==> src/verilog/scc_pkg.sv <==
// Shared constants and types of the sequencer control and configuration
// block. Assumes a 100 MHz system clock and a 32-bit Wishbone slave port.
`default_nettype none
package scc_pkg;
    localparam int CLK_MHZ = 100;
    localparam int NUM_EN = 12;
    localparam int NUM_AF = 4;
    localparam int NUM_SLOTS = 4;
    localparam int NUM_SEQ = 4;
    localparam int NUM_MAPS = NUM_SEQ * NUM_SLOTS;
    localparam int ADR_W = 8;
    // ****************************************
    // Register byte offsets.
    // ****************************************
    localparam logic [7:0] ADR_CTRL = 8'h00;
    localparam logic [7:0] ADR_STATUS = 8'h04;
    localparam logic [7:0] ADR_MASK = 8'h08;
    localparam logic [7:0] ADR_LINK_LEN = 8'h0C;
    localparam logic [7:0] ADR_STATE = 8'h10;
    localparam logic [7:0] ADR_SLOT_BASE = 8'h40;
    localparam logic [7:0] ADR_SLOT_LAST = 8'h7C;
    // ****************************************
    // Control register fields.
    // ****************************************
    localparam int CTRL_RELOAD = 0;
    localparam int CTRL_FACT = 1;
    localparam int CTRL_FSHDN = 2;
    localparam int CTRL_REQ_CSUM = 4;
    localparam int CTRL_CSUM_EN = 5;
    localparam int CTRL_ST_POR = 6;
    localparam int CTRL_ST_DEEP = 7;
    localparam int CTRL_PP = 8;
    localparam int CTRL_W = 12;
    localparam logic [11:0] CTRL_RST = 12'h040;
    localparam logic [1:0] FSHDN_ACT_PIN = 2'h0;
    // ****************************************
    // Status, mask and state fields.
    // ****************************************
    localparam int ST_FRAME_OK = 0;
    localparam int ST_CSUM_ERR = 1;
    localparam int ST_RESUMED = 2;
    localparam int ST_RELOADED = 3;
    localparam int ST_W = 4;
    localparam logic [11:0] SLOT_RST = 12'h000;
    localparam logic [7:0] LINK_LEN_RST = 8'h02;
    // ****************************************
    // Checksum and timing.
    // ****************************************
    localparam logic [7:0] CSUM_POLY = 8'h07;
    localparam logic [7:0] CSUM_INIT = 8'h00;
    localparam int SHDN_RESUME_US = 10;
    localparam int SHDN_RESUME_CYC = SHDN_RESUME_US * CLK_MHZ;
    typedef enum logic [2:0] {
        LNK_IDLE = 3'b001,
        LNK_RECV = 3'b010,
        LNK_CHECK = 3'b100
    } scc_link_state_t;
endpackage : scc_pkg
`default_nettype wire

==> src/verilog/scc_crc8.sv <==
// One-byte update of the link checksum, MSB first.
// Pure combinational; the caller holds the running value.
`timescale 1ns/100ps
`default_nettype none
module scc_crc8 (
    input wire logic [7:0] crc_in, // Running checksum.
    input wire logic [7:0] data_in, // Byte to fold in.
    output logic [7:0] crc_out // Updated checksum.
);
    import scc_pkg::*;

    function automatic logic [7:0] fold(input logic [7:0] c,
                                        input logic [7:0] d);
        logic [7:0] r;
        r = c ^ d;
        for (int i = 0; i < 8; i++) begin
            r = r[7] ? ((r << 1) ^ CSUM_POLY) : (r << 1);
        end
        return r;
    endfunction : fold

    assign crc_out = fold(crc_in, data_in);
endmodule : scc_crc8
`default_nettype wire

==> src/verilog/scc_top.sv <==
// Control and sequence-configuration registers of a 12-channel rail
// sequencer, with a checksum checker on the serial host link.
// Assumes a classic Wishbone master on clk_in and asynchronous pins.
`timescale 1ns/100ps
`default_nettype none
module scc_top #(
    parameter int RESUME_CYCLES = scc_pkg::SHDN_RESUME_CYC
) (
    input wire logic clk_in, // 100 MHz clock.
    input wire logic reset_n_in, // Synchronous reset, active low.
    input wire logic wb_cyc_in, // Wishbone cycle.
    input wire logic wb_stb_in, // Wishbone strobe.
    input wire logic wb_we_in, // Wishbone write.
    input wire logic [scc_pkg::ADR_W-1:0] wb_adr_in, // Byte address.
    input wire logic [3:0] wb_sel_in, // Byte lanes.
    input wire logic [31:0] wb_dat_in, // Write data.
    output logic [31:0] wb_dat_out, // Read data.
    output logic wb_ack_out, // Acknowledge.
    output logic irq_out, // Level interrupt, high.
    input wire logic link_clk_in, // Link bit clock pin.
    input wire logic link_data_in, // Link data pin.
    input wire logic link_frame_in, // High for a whole frame.
    input wire logic sleep_pin_in, // Sleep request pin.
    input wire logic active_request_pin_in, // Active pin.
    input wire logic seq_force_active_set_in, // Sequencer sets force-active.
    input wire logic wdt_shdn_we_in, // Watchdog writes the field.
    input wire logic [1:0] wdt_shdn_val_in, // Watchdog field value.
    input wire logic deep_shutdown_done_in, // Deep shutdown states done.
    input wire logic deep_shutdown_exit_in, // Leaving deep shutdown.
    input wire logic [1:0] seq_sel_in, // Sequence being played.
    input wire logic [1:0] slot_sel_in, // Slot being played.
    output logic [scc_pkg::NUM_AF-1:0] pp_select_out, // 1 = push-pull.
    output logic sleep_request_out, // Sleep requested.
    output logic run_request_out, // Active requested.
    output logic [1:0] force_shutdown_field_out, // Current field.
    output logic force_active_ctrl_out, // Current force-active.
    output logic bist_start_out, // Self test start pulse.
    output logic [scc_pkg::NUM_EN-1:0] slot_enables_out // Slot outputs.
);
    import scc_pkg::*;
    localparam int DLY_W = $clog2(RESUME_CYCLES + 1);

    function automatic logic [31:0] merge(input logic [31:0] old,
                                          input logic [31:0] d,
                                          input logic [3:0] s);
        logic [31:0] m;
        m = {{8{s[3]}}, {8{s[2]}}, {8{s[1]}}, {8{s[0]}}};
        return (old & ~m) | (d & m);
    endfunction : merge

    // ****************************************
    // Wishbone decode.
    // ****************************************
    logic ack_reg;
    logic [31:0] rdat_reg;
    wire req = wb_cyc_in & wb_stb_in & ~ack_reg;
    wire wr = req & wb_we_in;
    wire hit_ctrl = wb_adr_in == ADR_CTRL;
    wire hit_stat = wb_adr_in == ADR_STATUS;
    wire hit_mask = wb_adr_in == ADR_MASK;
    wire hit_len = wb_adr_in == ADR_LINK_LEN;
    wire hit_state = wb_adr_in == ADR_STATE;
    wire hit_slot = (wb_adr_in >= ADR_SLOT_BASE) &&
                    (wb_adr_in <= ADR_SLOT_LAST);
    wire [3:0] slot_idx = wb_adr_in[5:2];
    wire ctrl_we = wr & hit_ctrl;
    wire slot_we = wr & hit_slot;

    // ****************************************
    // Control fields.
    // ****************************************
    logic reload_reg, force_active_reg, req_csum_reg, csum_en_reg;
    logic st_por_reg, st_deep_reg, por_pending_reg;
    logic [1:0] fshdn_reg;
    logic [NUM_AF-1:0] pp_reg;
    logic [ST_W-1:0] status_reg, mask_reg;
    logic [7:0] len_reg;
    logic [NUM_EN-1:0] slot_map_reg [NUM_MAPS];
    logic [DLY_W-1:0] dly_cnt_reg;
    logic [1:0] slp_s, act_s;
    logic [2:0] lclk_s, lfrm_s;
    logic [1:0] ldat_s;

    wire [11:0] ctrl_rd = {pp_reg, st_deep_reg, st_por_reg, csum_en_reg,
                           req_csum_reg, fshdn_reg, force_active_reg,
                           reload_reg};
    wire [31:0] ctrl_w = merge({20'h0, ctrl_rd}, wb_dat_in, wb_sel_in);
    wire [31:0] slot_m = merge({20'h0, slot_map_reg[slot_idx]}, wb_dat_in,
                               wb_sel_in);
    wire do_reload = deep_shutdown_done_in & reload_reg;
    wire fa_next = seq_force_active_set_in |
                   (force_active_reg & ~(ctrl_we & ~ctrl_w[CTRL_FACT]));
    wire resume_now = (fshdn_reg != FSHDN_ACT_PIN) &&
                      (dly_cnt_reg == DLY_W'(RESUME_CYCLES - 1));

    always_ff @(posedge clk_in) begin
        if (!reset_n_in || do_reload) begin
            {pp_reg, st_deep_reg, st_por_reg, csum_en_reg, req_csum_reg,
             reload_reg} <= {CTRL_RST[11:4], CTRL_RST[0]};
        end else if (ctrl_we) begin
            reload_reg <= ctrl_w[CTRL_RELOAD];
            req_csum_reg <= ctrl_w[CTRL_REQ_CSUM];
            csum_en_reg <= ctrl_w[CTRL_CSUM_EN];
            st_por_reg <= ctrl_w[CTRL_ST_POR];
            st_deep_reg <= ctrl_w[CTRL_ST_DEEP];
            pp_reg <= ctrl_w[CTRL_PP +: NUM_AF];
        end
    end

    always_ff @(posedge clk_in) begin
        if (!reset_n_in) begin
            force_active_reg <= CTRL_RST[CTRL_FACT];
        end else begin
            force_active_reg <= fa_next;
        end
    end

    // The watchdog wins a tie so a software write cannot mask its shutdown.
    always_ff @(posedge clk_in) begin
        if (!reset_n_in) begin
            fshdn_reg <= CTRL_RST[CTRL_FSHDN +: 2];
            dly_cnt_reg <= '0;
        end else if (wdt_shdn_we_in) begin
            fshdn_reg <= wdt_shdn_val_in;
            dly_cnt_reg <= '0;
        end else if (ctrl_we) begin
            fshdn_reg <= ctrl_w[CTRL_FSHDN +: 2];
            dly_cnt_reg <= '0;
        end else if (resume_now) begin
            fshdn_reg <= FSHDN_ACT_PIN;
            dly_cnt_reg <= '0;
        end else if (fshdn_reg != FSHDN_ACT_PIN) begin
            dly_cnt_reg <= dly_cnt_reg + DLY_W'(1);
        end
    end

    always_ff @(posedge clk_in) begin
        if (!reset_n_in || do_reload) begin
            for (int i = 0; i < NUM_MAPS; i++) begin
                slot_map_reg[i] <= SLOT_RST;
            end
        end else if (slot_we) begin
            slot_map_reg[slot_idx] <= slot_m[NUM_EN-1:0];
        end
    end

    // ****************************************
    // Pin synchronisers.
    // ****************************************
    always_ff @(posedge clk_in) begin
        if (!reset_n_in) begin
            {slp_s, act_s, lclk_s, lfrm_s, ldat_s} <= '0;
        end else begin
            slp_s <= {slp_s[0], sleep_pin_in};
            act_s <= {act_s[0], active_request_pin_in};
            lclk_s <= {lclk_s[1:0], link_clk_in};
            lfrm_s <= {lfrm_s[1:0], link_frame_in};
            ldat_s <= {ldat_s[0], link_data_in};
        end
    end

    // ****************************************
    // Link checksum checker.
    // ****************************************
    scc_link_state_t lnk_reg;
    logic [7:0] shift_reg, crc_reg, bytes_reg;
    logic [2:0] bit_cnt_reg;
    logic [7:0] crc_upd;
    wire lclk_rise = lclk_s[1] & ~lclk_s[2];
    wire [7:0] byte_in = {shift_reg[6:0], ldat_s[1]};
    wire with_sum = {1'b0, bytes_reg} == ({1'b0, len_reg} + 9'h001);
    wire no_sum = bytes_reg == len_reg;
    wire sum_bad = (bit_cnt_reg != 3'h0) ||
                   (with_sum ? (crc_reg != 8'h00) :
                    (no_sum ? req_csum_reg : 1'b1));
    wire check = lnk_reg == LNK_CHECK;
    wire err_ev = check & csum_en_reg & sum_bad;
    wire ok_ev = check & ~err_ev;

    scc_crc8 u_crc (
        .crc_in(crc_reg),
        .data_in(byte_in),
        .crc_out(crc_upd)
    );

    always_ff @(posedge clk_in) begin
        if (!reset_n_in) begin
            lnk_reg <= LNK_IDLE;
            shift_reg <= 8'h00;
            crc_reg <= CSUM_INIT;
            bytes_reg <= 8'h00;
            bit_cnt_reg <= 3'h0;
        end else begin
            case (lnk_reg)
                LNK_IDLE: begin
                    crc_reg <= CSUM_INIT;
                    bytes_reg <= 8'h00;
                    bit_cnt_reg <= 3'h0;
                    if (lfrm_s[1]) begin
                        lnk_reg <= LNK_RECV;
                    end
                end
                LNK_RECV: begin
                    if (!lfrm_s[1]) begin
                        lnk_reg <= LNK_CHECK;
                    end else if (lclk_rise) begin
                        shift_reg <= byte_in;
                        bit_cnt_reg <= bit_cnt_reg + 3'h1;
                        if (bit_cnt_reg == 3'h7) begin
                            crc_reg <= crc_upd;
                            if (bytes_reg != 8'hFF) begin
                                bytes_reg <= bytes_reg + 8'h01;
                            end
                        end
                    end
                end
                default: lnk_reg <= LNK_IDLE;
            endcase
        end
    end

    // ****************************************
    // Status, interrupt, outputs and bus answer.
    // ****************************************
    wire [ST_W-1:0] events = {do_reload, resume_now & ~wdt_shdn_we_in &
                              ~ctrl_we, err_ev, ok_ev};
    wire [31:0] wdat_m = merge(32'h0, wb_dat_in, wb_sel_in);
    wire [ST_W-1:0] w1c = (wr & hit_stat) ? wdat_m[ST_W-1:0] : '0;
    wire [31:0] rd_mux =
        hit_ctrl ? {20'h0, ctrl_rd} :
        hit_stat ? {28'h0, status_reg} :
        hit_mask ? {28'h0, mask_reg} :
        hit_len ? {24'h0, len_reg} :
        hit_state ? {28'h0, irq_out, force_active_reg, act_s[1], slp_s[1]} :
        hit_slot ? {20'h0, slot_map_reg[slot_idx]} : 32'h0;

    always_ff @(posedge clk_in) begin
        if (!reset_n_in) begin
            status_reg <= '0;
            mask_reg <= '0;
            len_reg <= LINK_LEN_RST;
            ack_reg <= 1'b0;
            rdat_reg <= 32'h0;
            irq_out <= 1'b0;
            por_pending_reg <= 1'b1;
            bist_start_out <= 1'b0;
            sleep_request_out <= 1'b0;
            run_request_out <= 1'b0;
            slot_enables_out <= SLOT_RST;
        end else begin
            status_reg <= (status_reg & ~w1c) | events;
            if (wr && hit_mask) begin
                mask_reg <= wdat_m[ST_W-1:0];
            end
            if (wr && hit_len) begin
                len_reg <= wb_sel_in[0] ? wdat_m[7:0] : len_reg;
            end
            ack_reg <= req;
            rdat_reg <= req ? rd_mux : 32'h0;
            irq_out <= |(status_reg & mask_reg);
            por_pending_reg <= 1'b0;
            bist_start_out <= (por_pending_reg & st_por_reg) |
                (deep_shutdown_exit_in & st_deep_reg);
            sleep_request_out <= ~force_active_reg & slp_s[1];
            run_request_out <= (fshdn_reg == FSHDN_ACT_PIN) & act_s[1];
            slot_enables_out <= slot_map_reg[{seq_sel_in, slot_sel_in}];
        end
    end

    assign wb_ack_out = ack_reg;
    assign wb_dat_out = rdat_reg;
    assign pp_select_out = pp_reg;
    assign force_shutdown_field_out = fshdn_reg;
    assign force_active_ctrl_out = force_active_reg;
endmodule : scc_top
`default_nettype wire
==> config.mk <==
export PLATFORM = sky130hd
export DESIGN_NAME = scc_top
export DESIGN_NICKNAME = d
export VERILOG_FILES = /design/src/verilog/scc_pkg.sv /design/src/verilog/scc_crc8.sv /design/src/verilog/scc_top.sv
export SDC_FILE = /design/constraint.sdc
export NUM_CORES = 1
export LEC_CHECK = 0
export BUFFER_PORTS_ARGS = -buffer_cell sky130_fd_sc_hd__buf_2
export CAP_MARGIN = 40
export CORE_MARGIN = 2
export CORE_UTILIZATION = 50
export DETAILED_ROUTE_END_ITERATION = 10
export PLACE_DENSITY_LB_ADDON = 0.3
export SETUP_SLACK_MARGIN = 0.4
export SLEW_MARGIN = 20
export SYNTH_ARGS = -nofsm -noshare
export SYNTH_HDL_FRONTEND = slang
export SYNTH_SLANG_ARGS = --single-unit
==> constraint.sdc <==
create_clock -name clk_in -period 3.2 [get_ports clk_in]
set_clock_uncertainty 0.1 [all_clocks]
set_input_delay 0.16 -clock clk_in [delete_from_list [all_inputs] [get_ports clk_in]]
set_output_delay 0.16 -clock clk_in [all_outputs]
set_load 0.01 [all_outputs]
* Word level (Yosys, flattened, before mapping) *
Memories as Yosys holds them, arrays and structs flattened. A register that Yosys moved wholly into a read port is not among the register bits.
Index checks and enable logic that the tools add are counted.
W data, S select, Z words.

operators by class
  order comparisons = 2
  bitwise gates (word level) = 50
  reduce and logical (&&, ||, !) cells = 26
  equal/unequal tests = 18
  $add $sub $neg = 4
  multiplexer cells = 44

operators with widths
  kind                     count
  $mux W12                 7
  $mux W8                  7
  $and A12 B12 Y12         3
  $mux W3                  12
  $pmux W8 S2              2
  $not A3 Y3               8
  $or A12 B12 Y12          2
  $and A1 B1 Y1            19
  $eq A8 B4 Y1 const B     2
  $ne A2 B2 Y1 const B     6
  $not A12 Y12             1
  $pmux W3 S2              2
  $reduce_or A12 Y1        1
  $add A10 B1 Y10 const B  1
  $eq A10 B10 Y1 const B   1
  $not A1 Y1               10
  $add A8 B1 Y9 const B    1
  $eq A8 B9 Y1             1
  $mux W1                  9
  $add A8 B1 Y8 const B    1
  $and A4 B4 Y4            2
  $eq A8 B3 Y1 const B     1
  $eq A8 B5 Y1 const B     1
  $eq A8 B8 Y1             1
  other kinds (27)         43

storage, ports and cells
  word-level logic and storage cells = 175
  input port bits = 64
  output and inout bits = 56
  RAM bits = 192
  memories = 1
  bits in registers = 116

memories
  memory        words  bits a word  read ports  clocked after Yosys merged registers in  wr ports  RTL line       text
  slot_map_reg  16     12           2           1                                        16        scc_top.sv:78  logic [NUM_EN-1:0] slot_map_reg [NUM_MAPS];

* Longest topological paths before layout *
Gate-level depths: netlist of run 1.

  depth in word-level cells = 21
  depth in mapped cells = 9
  mapped depth without buffers = 8

* By module *
From an unflattened synthesis of run 1, not the netlist that was laid out.

unflattened totals
  cells, all modules = 1178
  area total of the unflattened synthesis = 14846.7 um^2

modules (own cells, without submodules)
  module    seq. area each (um^2)  area an instance (um^2)  cells an instance  instances
  scc_top   7927.6                 14634.0                  1158               1
  scc_crc8  0.0                    212.7                    20                 1

* Least setup slack after synthesis of run 1 *
No wires, ideal clock.

  path type = register to register
  from = register (tool-made name)
  to = memory slot_map_reg[12][0] (enable)
  data arrival time = 1928 ps
  period minus slack after synthesis = 2378 ps
  data required time = 2750 ps
  buffers on the path = 1
  library setup time = 350 ps
  setup slack = 822 ps
  cell stages (with the launch flop) = 7
  path through = dfxtp_1 > a21oi_1 > nand3_1 > nor3_1 > nand3_1 > clkbuf_1 > nand2_1

RTL lines
  what           RTL line
  end, declared  scc_top.sv:78

==> results of run 1 <==
## path summary, 6_finish.rpt
kind                                            start                           endpoint  slack, ps  depth (start not counted)
worst max-delay path            deep_shutdown_done_in  slot_map_reg[8][10]$_SDFFCE_PN0P_        540                          8
worst min-delay path                     wb_sel_in[1]                               flop        0.7                          3
worst min register to register   lclk_s[0]$_SDFF_PN0_               lclk_s[1]$_SDFF_PN0_        330                          1
worst max register to register                   flop  slot_map_reg[8][10]$_SDFFCE_PN0P_        540                          6
## placed cells by master (no fill, tap or decap), types with 8 or more instances in the layout
cell           count
clkbuf_16         35
edfxtp_1         192
a21oi_1           44
o21ai_0           12
mux4_2           120
dlygate4sd3_1     29
buf_4             57
nor3_1            13
nor2_1           155
and2_1            25
a22oi_1           12
nor2_2           100
xor2_1            16
nand2b_1           9
conb_1            20
dfxtp_1          108
nand3_1           28
buf_12            15
nand2_1           88
mux2i_4           12
buf_2             75
and3_1             8
mux2i_1           10
xnor2_1           28
## final cells by class
type	instances	area, µm²
Clock buffer	43	907
Fill cell	2320	12000
Tap cell	390	488
Inverter	7	26.3
Sequential cell	300	7930
Timing Repair Buffer	177	1410
Multi-Input combinational cell	788	6650
Clock inverter	17	287
## logic make-up (layout without fill, tap and decap cells)
family | Yosys count | after routing | share of synthesized area
compound gates | 107 | 107 | 0.0443
xor+xnor | 46 | 46 | 0.0285
fa+ha+maj | 6 | 6 | 0.00495
buf+inv | 111 | 244 | 0.0432
flops | 300 | 300 | 0.523
mux | 146 | 146 | 0.206
other cells | 1 | 20 | 0.000247
simple gates | 463 | 463 | 0.150
## worst min-delay path, stage by stage
cell and delay, ps:
buf_2 210, nand3_1 130, a21oi_1 60
## stage by stage
| stage | total power (W) | hold WS, ps | util | area, µm² |
|---|---|---|---|---|
| detailed placement | 0.00528 | 269 | 0.545 | 16200 |
| global placement | 0.00527 | 265 | 0.545 | 16200 |
| finish | 0.00941 | 0.683 | 0.595 | 17700 |
| global route | 0.00966 | 16.4 | 0.595 | 17700 |
| floorplan | 0.00497 | 184 | - | 15200 |
| CTS | 0.00945 | 1.45 | 0.595 | 17700 |
## power by group
group	internal [W]	switching [W]	leakage [nW]	total [W]
combinational	0.000427	0.000535	2.85	0.000961
clock	0.00259	0.00158	0.586	0.00417
sequential	0.00422	0.0000591	2.86	0.00428
total	0.00723	0.00218	6.30	0.00941
## routing by layer
metal	wire length, µm	track usage	up-vias
met2	19300	0.415	595
met4	1510	0.101	2
li1	-	-	4577
met1	16000	0.362	5249
met5	13	0	-
met3	3990	0.0507	106
## what timing repair did
item	4_1_cts	5_1_grt
hold buffers	29	0
endpoints found under the setup margin	0	2
hold endpoints to repair	30	0
buffers inserted	0	0
resized for setup	0	1
==> results.md, run 1 <==
* Outcome: finished clean
* Layout area overhead at 16.7%
* FFs w/ async S/R, synth at 0
* EDFF count, synth at 192
* Final hold viol count at 0
* Inst Count DP at 1632
* Via count at 10500
* Full die area at 31700 µm²
* Gr ovfl total at 0
* Avg Vias per Cell at 6.11
* Post-DP HPWL at 27600 µm
* Unrepaired setup endpoints after global routing: no
* Synth top area cells: edfxtp_1 38%, mux4_2 18%, dfxtp_1 14%, nor2_2 4.1%, nor2_1 3.8%
* First-pass GRT wire length at 61300 µm
* CP Class: primary input to flop
* Critical path data required time at 3240 ps
* Nets at 1378
* Post-synthesis register bit count at 300
* Root buffer cell: clkbuf_16
* Post-route insts no fill at 1722
* CP dominant cell by count: nand2_1
* Synthesized area per cell at 12.8 µm²
* Largest area contributor in the synthesized netlist: edfxtp_1
* Layout cells sized above 1 at 0.330
* Worst Hold Class: primary input to flop
* Pre-antenna DRT Iters at 5
* CP delay by family, top: simple AND/OR/NAND/NOR gates
* Worst path slowest cell: nand2_1
* Synth top area share at 0.380
* DRC errors left at 0
* Max cap viols at 0
* Synthesized area at 15200 µm²
* H-tree depth at 2
* CP arrival at 2710 ps
* GP Congestion at 0.853
* Fmax at 375 MHz
* Primary FF master, synth: edfxtp_1
* Clock Sinks at 300
* VDD IR-drop max at 418 µV
* Synth warnings at 0
* Seq/Total Area, Yosys at 0.523
* Final WL at 40800 µm
* DR iter-0 viols at 1270
* Die width at 178 µm
* Final ANT Viol Nets at 0
* Routed WL per cell at 23.7 µm
* Initial antenna violation count at 1
* Setup TNS Final at 0 ps
* Total GRT Usage at 0.263
* Pwr per Cell Area at 532 nW/µm²
* Vias in the first global route at 10400
* Max transition margin at 0.406
* Netlist cell types at 59
* Worst-Skew Late Latency at 520 ps
* Antenna cells at 0
* TritonCTS Buffers at 34
* Largest register FFs at 192
* CP Cell Sequence: dlygate4sd3_1, buf_2, a21oi_1, buf_4, nand3_1, nor3_1, nand2_1, nand2_1
* Period minus WS final at 2660 ps
* Startpoint types: primary input
* Endpoint class of the critical path: flop
* Final slew viol count at 0
* Overall die height at 178 µm
* Largest net degree at the start of global routing at 49
* Slowest stage delay, CP at 570 ps
* Slew @ Worst Pin at 883 ps
* Cells after synthesis at 1180
* Place WS at 358 ps
* IO Count at 120
* Most frequent cell after synthesis: edfxtp_1
* Leading cell types by count after synthesis: 192 x edfxtp_1, 155 x nor2_1, 120 x mux4_2
* Initial Util at 0.510
* Worst path bufs/invs at 3
* Crit path max fanout at 18
* Port-buffer cells at 77
* Final setup vio count at 0
* Final Worst Setup Slack at 536 ps
* Clock Pin Slew Worst Setup and Hold Paths at 60 ps
* Row cnt at 63
* P_leak at 6.30 nW
* CTS tree: done
* Core Area at 29700 µm²
* Clk buf depth at 3
* Final period util at 0.832
Power figures use the tool's default switching activity.
==> inputs of run 2 (changes only) <==
- clock period: 3.2 -> 2.62 ns (I/O delays scaled with it)
==> run 2 against run 1 <==
Against the previous run:
- utilization up 1.2 points
- combinational power up 30%
- global-route usage up 0.25 points
- critical endpoint is now slot_map_reg[12][5]$_SDFFCE_PN0P_
- critical path type is now flop to flop
- setup slack worse by 230 ps
- die area unchanged
- largest power group unchanged
- flip-flop and latch count unchanged
- non-clock buffer count up 29
- first-iteration DRC count up 2.1%
- routed wire length up 1.4%
==> results.md, run 2 (synthesized netlist as in run 1, its figures left out) <==
* Clock Pin Slew Worst Setup and Hold Paths at 70 ps (was 60 ps)
* R2R setup slack at 310 ps (was 540 ps)
* Largest register FFs at 192 (unchanged)
* DRC errors left at 0 (unchanged)
* Die width at 178 µm (unchanged)
* Fmax at 432 MHz
* Most common cell after layout, fill and taps aside: edfxtp_1 (unchanged)
* Critical path data required time at 2770 ps (was 3240 ps)
* Vias in the first global route at 10500 (was 10400)
* Port-buffer cells at 77 (unchanged)
* Pwr per Cell Area at 623 nW/µm² (was 532 nW/µm²)
* First-pass GRT wire length at 61900 µm (was 61300 µm)
* VDD IR-drop max at 467 µV (was 418 µV)
* Total GRT Usage at 0.265 (was 0.263)
* Endpoint class of the critical path: flop (unchanged)
* H-tree depth at 2 (unchanged)
* Final period util at 0.883
* Slew @ Worst Pin at 641 ps (was 883 ps)
* TritonCTS Buffers at 34 (unchanged)
* Met2 WL post-DR at 19800 µm (was 19300 µm)
* Clock Sinks at 300 (unchanged)
* Layout area overhead at 19.1% (was 16.7%)
* Initial Util at 0.510 (unchanged)
* GP Congestion at 0.888 (was 0.853)
* Hold Crit Depth at 3 (unchanged)
* Worst-Skew Late Latency at 510 ps (was 520 ps)
* Highest metal used: met4 (was met5)
* Root buffer cell: clkbuf_16 (unchanged)
* CP Class: flop to flop (was primary input to flop)
* Reg2reg path depth at 5 (was 6)
* Hold path startpoint: reset_n_in (was wb_sel_in[1])
* Startpoint types: flop (was primary input)
* Core Area at 29700 µm² (unchanged)
* Via count at 10600 (was 10500)
* Clk buf depth at 3 (unchanged)
* Avg Vias per Cell at 6.04 (was 6.11)
* Most frequent cells in the layout: 192 x edfxtp_1, 152 x nor2_1, 120 x mux4_2 (was 192 x edfxtp_1, 155 x nor2_1, 120 x mux4_2)
* Critical R2R Capture: slot_map_reg[12][5]$_SDFFCE_PN0P_ (was slot_map_reg[8][10]$_SDFFCE_PN0P_)
* M1 WL at 16400 µm (was 16000 µm)
* Initial antenna violation count at 0 (was 1)
* CTS tree: done (unchanged)
* Layout cells sized above 1 at 0.363 (was 0.330)
* Max cap viols at 0 (unchanged)
* CP arrival at 2460 ps (was 2710 ps)
* Final setup vio count at 0 (unchanged)
* Final hold viol count at 0 (unchanged)
* Pre-antenna DRT Iters at 5 (unchanged)
* Setup TNS Final at 0 ps (unchanged)
* Antenna cells at 0 (unchanged)
* Period minus WS final at 2310 ps
* Overall die height at 178 µm (unchanged)
* Post-DP HPWL at 28200 µm (was 27600 µm)
* DR iter-0 viols at 1297 (was 1270)
* Min-Delay Endpoint: len_reg[1]$_SDFFE_PN1P_
* Final slew viol count at 0 (unchanged)
* Final ANT Viol Nets at 0 (unchanged)
* Pwr Total at 0.0113 W (was 0.00941 W)
* IO Count at 120 (unchanged)
* Fill cells at 2336 (was 2320)
* P_leak at 6.47 nW (was 6.30 nW)
* R2r startpoint: slot_map_reg[1][5]$_SDFFCE_PN0P_
* Final WL at 41300 µm (was 40800 µm)
* Met3 wire len at 3650 µm (was 3990 µm)
* Worst Hold Class: primary input to flop (unchanged)
* Largest net degree at the start of global routing at 49 (unchanged)
* Gr ovfl total at 0 (unchanged)
* Outcome: finished clean (unchanged)
* Max transition margin at 0.571 (was 0.406)
* Row cnt at 63 (unchanged)
* Nets at 1407 (was 1378)
* Unrepaired setup endpoints after global routing: yes (was no)
* Full die area at 31700 µm² (unchanged)
* Routed WL per cell at 23.6 µm (was 23.7 µm)
* Crit path max fanout at 16 (was 18)
## run 2: changes by cell type in the layout (fill, tap and decap cells not counted), sizes merged
cell         before  now
buf             148  179
bufinv            7    2
clkbuf           43   47
dlygate4sd3      29   27
clkinv            9   10
clkinvlp          0    1
## run 2: timing repair
action	CTS	global route
pin swaps	0	1
buffers inserted	7	3
endpoints found under the setup margin	138	370
hold buffers	27	0
endpoints found under the hold margin	32	0
resized for setup	11	17
## run 2: worst max-delay path by stage
stage / start / to / cells past startpoint
after floorplan: wb_adr_in[3] / slot_map_reg[10][0]$_SDFFCE_PN0P_ / 9
after global placement: wb_adr_in[2] / slot_map_reg[12][3]$_SDFFCE_PN0P_ / 7
after detailed placement: wb_adr_in[2] / slot_map_reg[10][9]$_SDFFCE_PN0P_ / 9
after CTS: slot_map_reg[3][5]$_SDFFCE_PN0P_ / slot_map_reg[12][5]$_SDFFCE_PN0P_ / 5
after global routing: slot_map_reg[3][5]$_SDFFCE_PN0P_ / slot_map_reg[9][5]$_SDFFCE_PN0P_ / 5
final: slot_map_reg[1][5]$_SDFFCE_PN0P_ / slot_map_reg[12][5]$_SDFFCE_PN0P_ / 5
## run 2: routing by layer
layer | vias to the layer above | track usage
li1 | 4637 | -
met1 | 5302 | 0.366
met2 | 544 | 0.425
met3 | 92 | 0.0424
met4 | 0 | 0.0990
met5 | - | 0
## run 2: per-stage QoR
stage	util	cells	setup WS [ps]	cell area, µm²	hold slack (ps)
floorplan	-	1199	312	15300	154
global placement	0.555	1654	152	16500	240
detailed placement	0.555	1654	108	16500	243
CTS	0.605	1749	300	18000	48.6
global route	0.608	1752	271	18100	93.2
finish	0.608	1752	306	18100	64.3
## run 2: worst max-delay path, stage by stage, from the launching register on
cell and delay (ps):
edfxtp_1 420, mux4_2 500, mux4_2 560, mux2i_4 200, buf_12 190, nor2_1 60
## run 2: layout make-up
class,count,area (µm²),share of cell area
tap,390,488,0.0270
multi-input combinational,788,6770,0.375
clock buffer,47,1000,0.0556
inverter,7,26.3,0.00145
clock inverter,14,125,0.00693
sequential,300,7930,0.439
timing repair buffer,206,1710,0.0949
## run 2: where the power goes
group	switching [W]	internal, W
registers	0.0000689	0.00515
clock network	0.00190	0.00289
logic	0.000668	0.000581
total	0.00264	0.00862
==> inputs of run 3 (changes only) <==
- CORE_UTILIZATION: 50 -> 55
==> run 3 against run 2 <==
Against the previous run:
- sequential power barely moved
- routed wire length up 1.0%
- die area is 8.9% lower
- setup slack gained 33 ps
- clock power decreased by 9.0%
- register-to-register slack improved by 30 ps
- combinational power about the same
- sequential share of layout area up 0.56 points
- fmax grew 1.5%
- count of clock-buffer cells in the layout decreased by 4
- cell count shrank 3.7%
- critical path type unchanged
==> results.md, run 3 (synthesized netlist as in run 1, its figures left out) <==
* Outcome: finished clean (unchanged)
* First-pass GRT wire length at 62500 µm (was 61900 µm)
* Setup TNS Final at 0 ps (unchanged)
* CP dominant cell by count: mux4_2 (unchanged)
* DR iter-0 viols at 1513 (was 1297)
* Post-DP HPWL at 27300 µm (was 28200 µm)
* Clock Sinks at 300 (unchanged)
* Most frequent cells in the layout: 192 x edfxtp_1, 152 x nor2_1, 120 x mux4_2 (unchanged)
* Pwr per Cell Area at 607 nW/µm² (was 623 nW/µm²)
* Gr ovfl total at 0 (unchanged)
* Avg Vias per Cell at 6.38 (was 6.04)
* GP Congestion at 0.907 (was 0.888)
* Final ANT Viol Nets at 0 (unchanged)
* Placed Area at 16300 µm² (was 16500 µm²)
* Slew @ Worst Pin at 641 ps (about the same)
* P_leak at 6.38 nW (was 6.47 nW)
* Post-route cell area at 17800 µm² (was 18100 µm²)
* Port-buffer cells at 77 (unchanged)
* Final setup vio count at 0 (unchanged)
* Largest net degree at the start of global routing at 41 (was 49)
* Max cap viols at 0 (unchanged)
* Layout cells sized above 1 at 0.358 (was 0.363)
* IO Count at 120 (unchanged)
* Layout area overhead at 17.6% (was 19.1%)
* Via count at 10800 (was 10600)
* Routed WL per cell at 24.7 µm (was 23.6 µm)
* Critical path data required time at 2830 ps (was 2770 ps)
* CP Cell Sequence: mux4_2, mux4_2, mux2i_4, buf_12, nor2_1 (unchanged)
* R2R setup slack at 340 ps (was 310 ps)
* Clock Pin Slew Worst Setup and Hold Paths at 60 ps (was 70 ps)
* Startpoint types: flop (unchanged)
* VDD IR-drop max at 605 µV (was 467 µV)
* Final WL at 41800 µm (was 41300 µm)
* Hold path startpoint: wb_sel_in[0] (was reset_n_in)
* Final slew viol count at 0 (unchanged)
* Total GRT Usage at 0.291 (was 0.265)
* Fmax at 438 MHz (was 432 MHz)
* Row cnt at 60 (was 63)
* Root buffer cell: clkbuf_16 (unchanged)
* Core Area at 27000 µm² (was 29700 µm²)
* Worst path slowest cell: mux4_2 (unchanged)
* Crit path max fanout at 16 (unchanged)
* Overall die height at 170 µm (was 178 µm)
* Worst-Skew Late Latency at 570 ps (was 510 ps)
* Reg2reg path depth at 5 (unchanged)
* Endpoint class of the critical path: flop (unchanged)
* R2r startpoint: slot_map_reg[8][4]$_SDFFCE_PN0P_ (was slot_map_reg[1][5]$_SDFFCE_PN0P_)
* Critical R2R Capture: slot_map_reg[8][4]$_SDFFCE_PN0P_ (was slot_map_reg[12][5]$_SDFFCE_PN0P_)
* TritonCTS Buffers at 31 (was 34)
* Die width at 170 µm (was 178 µm)
* Final core occ at 0.660 (was 0.608)
* CP Class: flop to flop (unchanged)
* Final hold viol count at 0 (unchanged)
* DRC errors left at 0 (unchanged)
* Vias in the first global route at 10500 (about the same)
* Slowest stage delay, CP at 570 ps (was 560 ps)
* Unrepaired setup endpoints after global routing: yes (unchanged)
* CP arrival at 2490 ps (was 2460 ps)
* Worst Hold Class: primary input to flop (unchanged)
* CTS tree: done (unchanged)
* Pre-antenna DRT Iters at 6 (was 5)
* Full die area at 28900 µm² (was 31700 µm²)
* Largest register FFs at 192 (unchanged)
* Period minus WS final at 2280 ps (was 2310 ps)
* Most common cell after layout, fill and taps aside: edfxtp_1 (unchanged)
* Antenna cells at 0 (unchanged)
* CP startpoint: slot_map_reg[8][4]$_SDFFCE_PN0P_ (was slot_map_reg[1][5]$_SDFFCE_PN0P_)
* Initial Util at 0.561 (was 0.510)
* Nets at 1392 (was 1407)
* Clk buf depth at 3 (unchanged)
* Max transition margin at 0.566 (was 0.571)
* Initial antenna violation count at 0 (unchanged)
* Final period util at 0.871 (was 0.883)
* Crit path to: slot_map_reg[8][4]$_SDFFCE_PN0P_ (was slot_map_reg[12][5]$_SDFFCE_PN0P_)
* H-tree depth at 1 (was 2)
## run 3: final cells by class
type                            instances  area [µm²]
Multi-Input combinational cell        788        6780
Clock buffer                           43         912
Tap cell                              341         427
Timing Repair Buffer                  194        1650
Fill cell                            1945        9200
Sequential cell                       300        7930
Inverter                                7        26.3
Clock inverter                         15         101
## run 3: worst min path at each step
stage / depth (start not counted) / endpoint
finish: 3 / flop
global route: 3 / flop
CTS: 3 / flop
detailed placement: 2 / lfrm_s[0]$_SDFF_PN0_
global placement: 2 / slp_s[0]$_SDFF_PN0_
floorplan: 2 / flop
## run 3: timing repair
| action | CTS | global route |
|---|---|---|
| hold buffers | 29 | 0 |
| hold endpoints to repair | 85 | 0 |
| pin swaps | 0 | 2 |
| setup endpoints to repair | 164 | 266 |
| setup buffers | 4 | 5 |
| gates resized for setup | 8 | 23 |
## run 3: critical path, delay by kind of cell (launching register included)
| family | cells | cell delay, ps |
|---|---|---|
| DFF | 1 | 420 |
| muxes | 3 | 1250 |
| buffers and inverters | 1 | 180 |
| and+or+nand+nor | 1 | 60 |
## run 3: metrics by stage
stage	worst slack, ps	total power [W]	cells	hold slack [ps]
after floorplan	312	0.00608	1199	154
after global placement	104	0.00647	1592	240
after detailed placement	101	0.00649	1592	249
after CTS	330	0.0108	1683	14.5
after global routing	297	0.0111	1688	38.3
final	339	0.0108	1688	29.9
## run 3: power by group
part	internal [W]	switching [W]
Combinational	0.000575	0.000672
Sequential	0.00515	0.0000680
Clock	0.00252	0.00184
## run 3: per-layer routing
metal | GRT usage | part of all wire
met5 | 0 | 0
met4 | 0.118 | 0.044
met3 | 0.0460 | 0.11
met2 | 0.469 | 0.47
met1 | 0.401 | 0.38
